**src/pkg/pitc_pkg.sv**
```systemverilog
// Constants, control word layout and state types for the interval timer channel.
package pitc_pkg;
    // Down counter and count register width.
    localparam int CNT_W = 16;
    // Count mode codes carried in the control word.
    localparam logic [1:0] MODE_INT_END = 2'h0;
    localparam logic [1:0] MODE_ONE_SHOT = 2'h1;
    localparam logic [1:0] MODE_RATE_GEN = 2'h2;
    // Read/write access codes carried in the control word.
    localparam logic [1:0] RW_LOW_ONLY = 2'h1;
    localparam logic [1:0] RW_HIGH_ONLY = 2'h2;
    localparam logic [1:0] RW_LOW_HIGH = 2'h3;
    // Counter values that steer the output and the reload.
    localparam logic [CNT_W-1:0] CNT_ZERO = 16'h0000;
    localparam logic [CNT_W-1:0] CNT_ONE = 16'h0001;
    localparam logic [7:0] BYTE_ZERO = 8'h00;
    // Decimal digit limits for the decrement.
    localparam logic [3:0] DIGIT_ZERO = 4'h0;
    localparam logic [3:0] DIGIT_NINE = 4'h9;
    localparam logic [3:0] DIGIT_ONE = 4'h1;
    localparam int DIGITS = 4;
    // Reset values.
    localparam logic OUT_RST = 1'b1;
    localparam logic [CNT_W-1:0] CNT_RST = 16'h0000;
    localparam logic [1:0] MODE_RST = 2'h0;
    localparam logic [1:0] RW_RST = 2'h1;

    // Control word as presented by the processor side.
    typedef struct packed {
        logic [1:0] rw;
        logic [1:0] mode;
        logic bcd;
    } pitc_ctrl_s;

    // Which byte of a two-byte count the next write supplies.
    typedef enum logic {
        WST_LOW,
        WST_HIGH
    } pitc_wst_e;
endpackage

```
**src/core/pitc_channel.sv**
```systemverilog
// One down-counter channel of an interval timer running count modes 0, 1 and 2.
// Notes on behaviour
// - Mode 0 count write drives output low immediately.
// - Mode 0 first byte halts counting, output low.
// - Gate high: load next pulse, low N+1.
// - Gate low: load anyway, decrement after gate high.
// - Mode 0 zero sets output high, keeps wrapping.
// - Mode 1 retriggers: each trigger reloads count.
// - Mode 1 trigger pulse loads and drives low.
// - Mode 1 decrements after load, N pulses low.
// - Mode 1 count write waits for next trigger.
// - Mode 1 zero returns output high, wraps.
// - Triggers ignored until full count written.
// - Mode 2 loads after first count write.
// - Mode 2 reloads on pulse after reaching one.
// - Mode 2 output low when counter decrements to one.
// - Mode 2 trigger reloads on next pulse.
// - Mode 2 gate low halts, forces output high.
// - Mode 2 count write used at reload.
// - Mode 2 never decrements to zero.
// - Gate rise sets trigger flop, cleared when sensed.
// - Decrement happens on counter clock rising edge.
// - Count zero means maximum count.
`timescale 1ns/1ps
`default_nettype none
module pitc_channel
    import pitc_pkg::*;
(
    // Clock and reset.
    input wire logic mclk,
    input wire logic resetn,
    // Control word write, one-cycle strobe with its word.
    input wire logic cw_wr,
    input wire pitc_ctrl_s cw,
    // Count byte write, one-cycle strobe with its byte.
    input wire logic cnt_wr,
    input wire logic [7:0] cnt_byte,
    // External pins, asynchronous to mclk.
    input wire logic ext_clk_pin,
    input wire logic gate_pin,
    // Results.
    output logic cnt_out,
    output logic [CNT_W-1:0] cur_count
);

    // Decrement in binary or in four decimal digits, wrapping at zero.
    function automatic logic [CNT_W-1:0] pitc_dec(input logic [CNT_W-1:0] v, input logic bcd);
        logic [CNT_W-1:0] r;
        logic borrow;
        r = v;
        borrow = 1'b1;
        if (!bcd) begin
            r = v - CNT_ONE;
        end else begin
            for (int i = 0; i < DIGITS; i++) begin
                if (borrow) begin
                    if (v[i*4+:4] == DIGIT_ZERO) begin
                        r[i*4+:4] = DIGIT_NINE;
                    end else begin
                        r[i*4+:4] = v[i*4+:4] - DIGIT_ONE;
                        borrow = 1'b0;
                    end
                end
            end
        end
        return r;
    endfunction

    // Synchronisers for the two pins; stage one feeds stage two only.
    logic clk_s1_reg, clk_s2_reg, clk_s3_reg;
    logic gate_s1_reg, gate_s2_reg, gate_s3_reg;
    // Programmed mode, access and number format.
    logic [1:0] mode_reg;
    logic [1:0] rw_reg;
    logic bcd_reg;
    // Count register and the low byte held during a two-byte write.
    logic [CNT_W-1:0] count_reg;
    logic [7:0] low_byte_reg;
    pitc_wst_e wst_reg;
    // Down counter and output pin level.
    logic [CNT_W-1:0] down_reg;
    logic [CNT_W-1:0] down_next;
    logic out_reg;
    logic out_next;
    // Sequencing flags.
    logic armed_reg;
    logic hold_reg;
    logic load_reg;
    logic trig_reg;

    // Named decodes of pins and writes.
    wire pulse = clk_s2_reg & ~clk_s3_reg;
    wire gate_rise = gate_s2_reg & ~gate_s3_reg;
    wire gate_high = gate_s2_reg;
    wire two_byte = (rw_reg == RW_LOW_HIGH);
    wire first_byte = cnt_wr & ~cw_wr & two_byte & (wst_reg == WST_LOW);
    wire cnt_done = cnt_wr & ~cw_wr & ~first_byte;
    wire trig_ok = trig_reg & armed_reg & ~hold_reg;
    wire [CNT_W-1:0] dec_val = pitc_dec(down_reg, bcd_reg);
    wire dec_zero = (dec_val == CNT_ZERO);
    wire dec_one = (dec_val == CNT_ONE);
    wire at_one = (down_reg == CNT_ONE);
    wire [CNT_W-1:0] new_count = (rw_reg == RW_LOW_ONLY) ? {BYTE_ZERO, cnt_byte} :
                                 (rw_reg == RW_HIGH_ONLY) ? {cnt_byte, BYTE_ZERO} :
                                 {cnt_byte, low_byte_reg};

    // Two flip-flops per pin, then a third only for edge detection.
    always_ff @(posedge mclk or negedge resetn) begin
        if (!resetn) begin
            clk_s1_reg <= 1'b0;
            clk_s2_reg <= 1'b0;
            clk_s3_reg <= 1'b0;
            // The gate idles high, so its stages reset high and no false rise follows reset.
            gate_s1_reg <= 1'b1;
            gate_s2_reg <= 1'b1;
            gate_s3_reg <= 1'b1;
        end else begin
            clk_s1_reg <= ext_clk_pin;
            clk_s2_reg <= clk_s1_reg;
            clk_s3_reg <= clk_s2_reg;
            gate_s1_reg <= gate_pin;
            gate_s2_reg <= gate_s1_reg;
            gate_s3_reg <= gate_s2_reg;
        end
    end

    // Control word capture; a new mode restarts the byte sequence.
    always_ff @(posedge mclk or negedge resetn) begin
        if (!resetn) begin
            mode_reg <= MODE_RST;
            rw_reg <= RW_RST;
            bcd_reg <= 1'b0;
        end else if (cw_wr) begin
            mode_reg <= cw.mode;
            rw_reg <= cw.rw;
            bcd_reg <= cw.bcd;
        end
    end

    // Count bytes; the count register changes only when complete, so a
    // running pulse or period is not disturbed by a half-written value.
    always_ff @(posedge mclk or negedge resetn) begin
        if (!resetn) begin
            count_reg <= CNT_RST;
            low_byte_reg <= BYTE_ZERO;
            wst_reg <= WST_LOW;
        end else if (cw_wr) begin
            wst_reg <= WST_LOW;
        end else if (first_byte) begin
            low_byte_reg <= cnt_byte;
            wst_reg <= WST_HIGH;
        end else if (cnt_done) begin
            count_reg <= new_count;
            wst_reg <= WST_LOW;
        end
    end

    // Armed once a full count follows the mode set; hold spans a two-byte write.
    always_ff @(posedge mclk or negedge resetn) begin
        if (!resetn) begin
            armed_reg <= 1'b0;
            hold_reg <= 1'b0;
        end else if (cw_wr) begin
            armed_reg <= 1'b0;
            hold_reg <= 1'b0;
        end else begin
            armed_reg <= armed_reg | cnt_done;
            hold_reg <= first_byte | (hold_reg & ~cnt_done);
        end
    end

    // Pending transfer: every count write in mode 0, the first one in mode 2.
    // A write in the same cycle as the consuming pulse keeps the flag set.
    always_ff @(posedge mclk or negedge resetn) begin
        if (!resetn) begin
            load_reg <= 1'b0;
        end else if (cw_wr) begin
            load_reg <= 1'b0;
        end else if (cnt_done && (mode_reg == MODE_INT_END)) begin
            load_reg <= 1'b1;
        end else if (cnt_done && (mode_reg == MODE_RATE_GEN) && !armed_reg) begin
            load_reg <= 1'b1;
        end else if (pulse && !hold_reg && (gate_high || (mode_reg != MODE_RATE_GEN))) begin
            // A gated-off rate generator keeps its first transfer pending.
            load_reg <= 1'b0;
        end
    end

    // Trigger flop: a rise wins over the clear by the sensing pulse.
    always_ff @(posedge mclk or negedge resetn) begin
        if (!resetn) begin
            trig_reg <= 1'b0;
        end else begin
            trig_reg <= gate_rise | (trig_reg & ~pulse);
        end
    end

    // Counter and output next state per mode; a control word write, or a count byte in mode 0, overrides the pulse's pin level.
    always_comb begin
        down_next = down_reg;
        out_next = out_reg;
        unique case (mode_reg)
            MODE_INT_END: begin
                // The counter stalls while a two-byte count is half written.
                if (pulse && !hold_reg) begin
                    if (load_reg) begin
                        down_next = count_reg;
                    end else if (gate_high) begin
                        down_next = dec_val;
                        if (dec_zero) begin
                            out_next = 1'b1;
                        end
                    end
                end
                // Any count byte forces the pin low with no counter clock.
                if (cnt_wr) begin
                    out_next = 1'b0;
                end
            end
            MODE_ONE_SHOT: begin
                if (pulse) begin
                    if (trig_ok) begin
                        down_next = count_reg;
                        out_next = 1'b0;
                    end else begin
                        down_next = dec_val;
                        if (dec_zero) begin
                            out_next = 1'b1;
                        end
                    end
                end
            end
            MODE_RATE_GEN: begin
                // Gate low freezes the counter and releases a low pin at once.
                if (!gate_high) begin
                    out_next = 1'b1;
                end else if (pulse && armed_reg) begin
                    if (load_reg || trig_ok || at_one) begin
                        // Reloading from one is what keeps zero unreachable.
                        down_next = count_reg;
                        out_next = 1'b1;
                    end else begin
                        down_next = dec_val;
                        if (dec_one) begin
                            out_next = 1'b0;
                        end
                    end
                end
            end
            default: begin
                // Modes beyond 2 are not built here; the channel idles high.
                out_next = 1'b1;
            end
        endcase
        // A new mode sets the initial pin level; the counter keeps its current value.
        if (cw_wr) begin
            out_next = (cw.mode != MODE_INT_END);
        end
    end

    // State registers of the counter and the pin.
    always_ff @(posedge mclk or negedge resetn) begin
        if (!resetn) begin
            down_reg <= CNT_RST;
            out_reg <= OUT_RST;
        end else begin
            down_reg <= down_next;
            out_reg <= out_next;
        end
    end

    // Software must keep counts at or above the mode minimum; one in mode 2
    // would hold the pin high forever since the reload lands on one itself.
    assign cnt_out = out_reg;
    assign cur_count = down_reg;
endmodule
`default_nettype wire

```
**config.mk**
```make
export PLATFORM = sky130hd
export DESIGN_NAME = pitc_channel
export DESIGN_NICKNAME = d
export VERILOG_FILES = /design/src/pkg/pitc_pkg.sv /design/src/core/pitc_channel.sv
export SDC_FILE = /design/constraint.sdc
export NUM_CORES = 1
export LEC_CHECK = 0
export ABC_CLOCK_PERIOD_IN_PS = 3400
export BUFFER_PORTS_ARGS = -buffer_cell sky130_fd_sc_hd__buf_2
export CORE_AREA = 2 2 81 83
export DETAILED_ROUTE_END_ITERATION = 6
export DIE_AREA = 0 0 83 85
export GPL_TIMING_DRIVEN = 1
export HOLD_SLACK_MARGIN = 0.02
export PLACE_DENSITY_LB_ADDON = 0.12
export SYNTH_ARGS = -nofsm -noshare
export SYNTH_HDL_FRONTEND = slang
export SYNTH_SLANG_ARGS = --single-unit
```
**constraint.sdc**
```tcl
create_clock -name mclk -period 3.4 [get_ports mclk]
set_clock_uncertainty 0.15 [all_clocks]
set_input_delay 0 -clock mclk [delete_from_list [all_inputs] [get_ports mclk]]
set_output_delay 0 -clock mclk [all_outputs]
set_load 0.005 [all_outputs]
```
==> key figures <==
Floorplanning
  – Die Y: between 80 and 90 um
  – Chip Width: ~83 um
  – Die Area: ~7000 um^2
  – Initial Util: between 50 and 60%
  – Rows: 29
  – Area of the core: around 6200 um^2
  – I/O pin count: 36

Setup path
  – CP max stage delay: approximately 0.53 ns
  – Reg2reg end: cnt_out
  – Kind of end point of the critical path: flip-flop
  – R2r setup slk: roughly 0.23 ns
  – CP Cell Sequence: inv_1 > ha_1 > mux2_2 > nand2_1 > nor2_1 > or4b_1 > nor4_2 > a2111oi_1 > or2_0 > a211oi_2
  – Critical path class: reg2reg
  – CP max-delay cell: or4b_1
  – Worst Path Required: around 3.5 ns
  – Worst R2R Path Depth: 10
  – Family with the most delay on the worst path: simple AND/OR/NAND/NOR gates
  – CP arrival: roughly 3.3 ns
  – Worst r2r src: cur_count[0]
  – Crit path buf inv count: 1
  – Critical path peak fanout: 9
  – CP startpoint kind: flip-flop

Status
  – Status: completed

Timing
  – Worst-Margin Slew: between 0.9 and 1 ns
  – Fin. max-slew vios: 0
  – Period minus WS final: roughly 3.2 ns
  – Setup TNS: 0 ns
  – Final setup fails: 0
  – Final period utilization: just over 90%
  – Max transition margin: between 30% and 40%
  – RSZ-0062 raised after global routing: no
  – Fin. Hold Viols: 0
  – Achievable clock frequency: roughly 320 MHz

Logic synthesis
  – Synth Warn #: 0
  – Mapped Nets: approximately 430
  – Gate Count Post-Synth: 406
  – Synth top area share: 36.6%
  – Ranking of synthesized cells by area: dfrtp_1 (37%), nand2_1 (7.5%), o21ai_0 (7.0%)
  – Post-synthesis cell area: between 3000 and 4000 um^2
  – Seq/Total Area, Yosys: 40.3%
  – Avg Cell Area, Syn: 8.76 um^2
  – Flops & latches, synth: 57
  – Netlist cell types: 58
  – Cell taking the most area after synthesis: dfrtp_1

Cells and area
  – P&R area growth vs syn: 18.6%
  – Fillers: 500
  – # diodes: 0
  – Final nets: between 400 and 500
  – Final cell count without fillers: around 540
  – Layout cell share with drive strength beyond 1: just over 20%

Global routing
  – Initial antenna violation count: 0
  – GRT overflow: 0
  – Largest net degree at the start of global routing: 36
  – Vias in the first global route: about 3000
  – Tot GR Track Use: 26.4%
  – First-pass GRT wire length: ~15000 um

Run
  – Max-cap violations: 0

Clock tree
  – Clk sinks: 57
  – H-tree levels: 3
  – TritonCTS Buffers: 9
  – Clock network latency to the later pin of the worst-skew pair: roughly 0.35 ns
  – Root Driver: clkbuf_8
  – Worst-path clk slew: roughly 0.070 ns
  – CTS tree: done
  – Clk buf depth: 2

Power
  – Peak VDD IR: approximately 0.45 mV
  – Leakage: 1.89 nW
  – PwrDens: about 760 nW/um^2

Routing
  – Via count: about 3200
  – WL per Instance: 16.4 um
  – Vias per cell: around 6.0
  – Drt drc: 0
  – Final ANT Viol Nets: 0
  – Pre-antenna DRT Iters: 4
  – 1st-iter DRT viols: between 200 and 250
  – Total detailed-routing wirelength: between 8000 and 9000 um

Place
  – Routability cong.: just over 0.9
  – Cell Count Post-Placement: 500
  – I/O Buffers: 35
  – DP HPWL: 6190 um

Worst hold path
  – Hold Crit Class: in2async
kinds of logic after synthesis:
group | share of synthesized area, %
flops | 40.3
buf+inv | 5.24
xor+xnor | 1.72
compound gates | 22.8
fa+ha+maj | 2.46
mux | 8.17
simple gates | 19.3
cells in the mapped netlist (all sizes together):
master	instances
a2111oi	2
a211o	2
a211oi	5
a21o	3
a21oi	19
a221oi	1
a22o	6
a22oi	12
a2bb2oi	2
a31oi	2
a41o	1
a41oi	2
and2	1
and2b	1
buf	6
clkbuf	19
dfrtp	52
dfstp	5
ha	7
inv	16
mux2	21
mux2i	5
nand2	71
nand2b	3
nand3	6
nand3b	2
nand4b	2
nand4bb	1
nor2	28
nor2b	1
nor3	11
nor3b	2
nor4	5
nor4b	2
o211ai	7
o21ai	56
o22ai	3
o31a	1
o31ai	3
o41ai	1
or2	2
or4	1
or4b	1
xnor2	2
xor2	5
layer usage:
layer,GRT usage [%],share of wire (%)
met5,0,0
met4,12.7,2.0
met2,41.5,47
met1,35.3,46
met3,4.96,5.4
cell type report:
| class | instances | area, um^2 | share of cell area [%] |
|---|---|---|---|
| Clock buffer | 11 | 131 | 3.12 |
| Tap cell | 77 | 96.3 | 2.28 |
| Inverter | 16 | 60.1 | 1.42 |
| Clock inverter | 5 | 80.1 | 1.90 |
| Multi-Input combinational cell | 308 | 1940 | 46.0 |
| Sequential cell | 57 | 1430 | 34.0 |
| Timing Repair Buffer | 67 | 478 | 11.3 |
repair_timing:
action                                  4_1_cts  5_1_grt
endpoints found under the setup margin        0        1
endpoints found under the hold margin        63        0
setup buffers                                 0        0
resized for setup                             0        1
hold buffers                                 25        0
stage by stage:
stage / hold WS [ns] / total power [W] / worst slack (ns) / instance area (um^2) / util (%)
finish: 0.116 / 0.00320 / 0.233 / 4220 / 68.0
global route: 0.145 / 0.00343 / 0.0493 / 4220 / 68.0
CTS: 0.134 / 0.00319 / 0.243 / 4210 / 67.9
detailed placement: -0.0434 / 0.00246 / 0.258 / 3750 / 60.5
global placement: -0.0440 / 0.00244 / 0.396 / 3750 / 60.5
floorplan: -0.446 / 0.00207 / 0.580 / 3550 / -
report_power, final:
group / internal, W / switching, W / leakage [nW]
Combinational: 0.000592 / 0.000766 / 1.08
Clock: 0.000412 / 0.000281 / 0.0995
Sequential: 0.000862 / 0.000286 / 0.706
Total: 0.00187 / 0.00133 / 1.89
placed cells by master, fill, tap and decap left out, types with 3 or more instances in the layout:
cell type and count:
mux2_2 20, o211ai_1 6, a22o_1 6, o21ai_0 50, ha_1 7, dfrtp_1 52, xor2_1 5, mux2i_1 5
nor4_1 3, o21ai_1 6, nand2_1 71, nand2b_1 3, inv_1 16, nor3_1 9, buf_2 35, o31ai_1 3
o22ai_1 3, buf_4 7, a211oi_1 4, dlygate4sd3_1 25, clkbuf_8 9, nand3_1 6, dfstp_2 5, nor2_1 27
a22oi_1 12, a21oi_1 19
worst max path at each step:
stage | from | end | slack [ns] | cells after the start
after floorplan | cur_count[0] | cnt_out | 0.58 | 10
after global placement | cur_count[0] | cnt_out | 0.40 | 10
after detailed placement | cur_count[0] | cnt_out | 0.26 | 10
after CTS | cur_count[0] | cnt_out | 0.24 | 10
after global routing | cur_count[0] | cnt_out | 0.05 | 10
final | cur_count[0] | cnt_out | 0.23 | 10
Note: power is estimated with default switching activity, not from simulation.
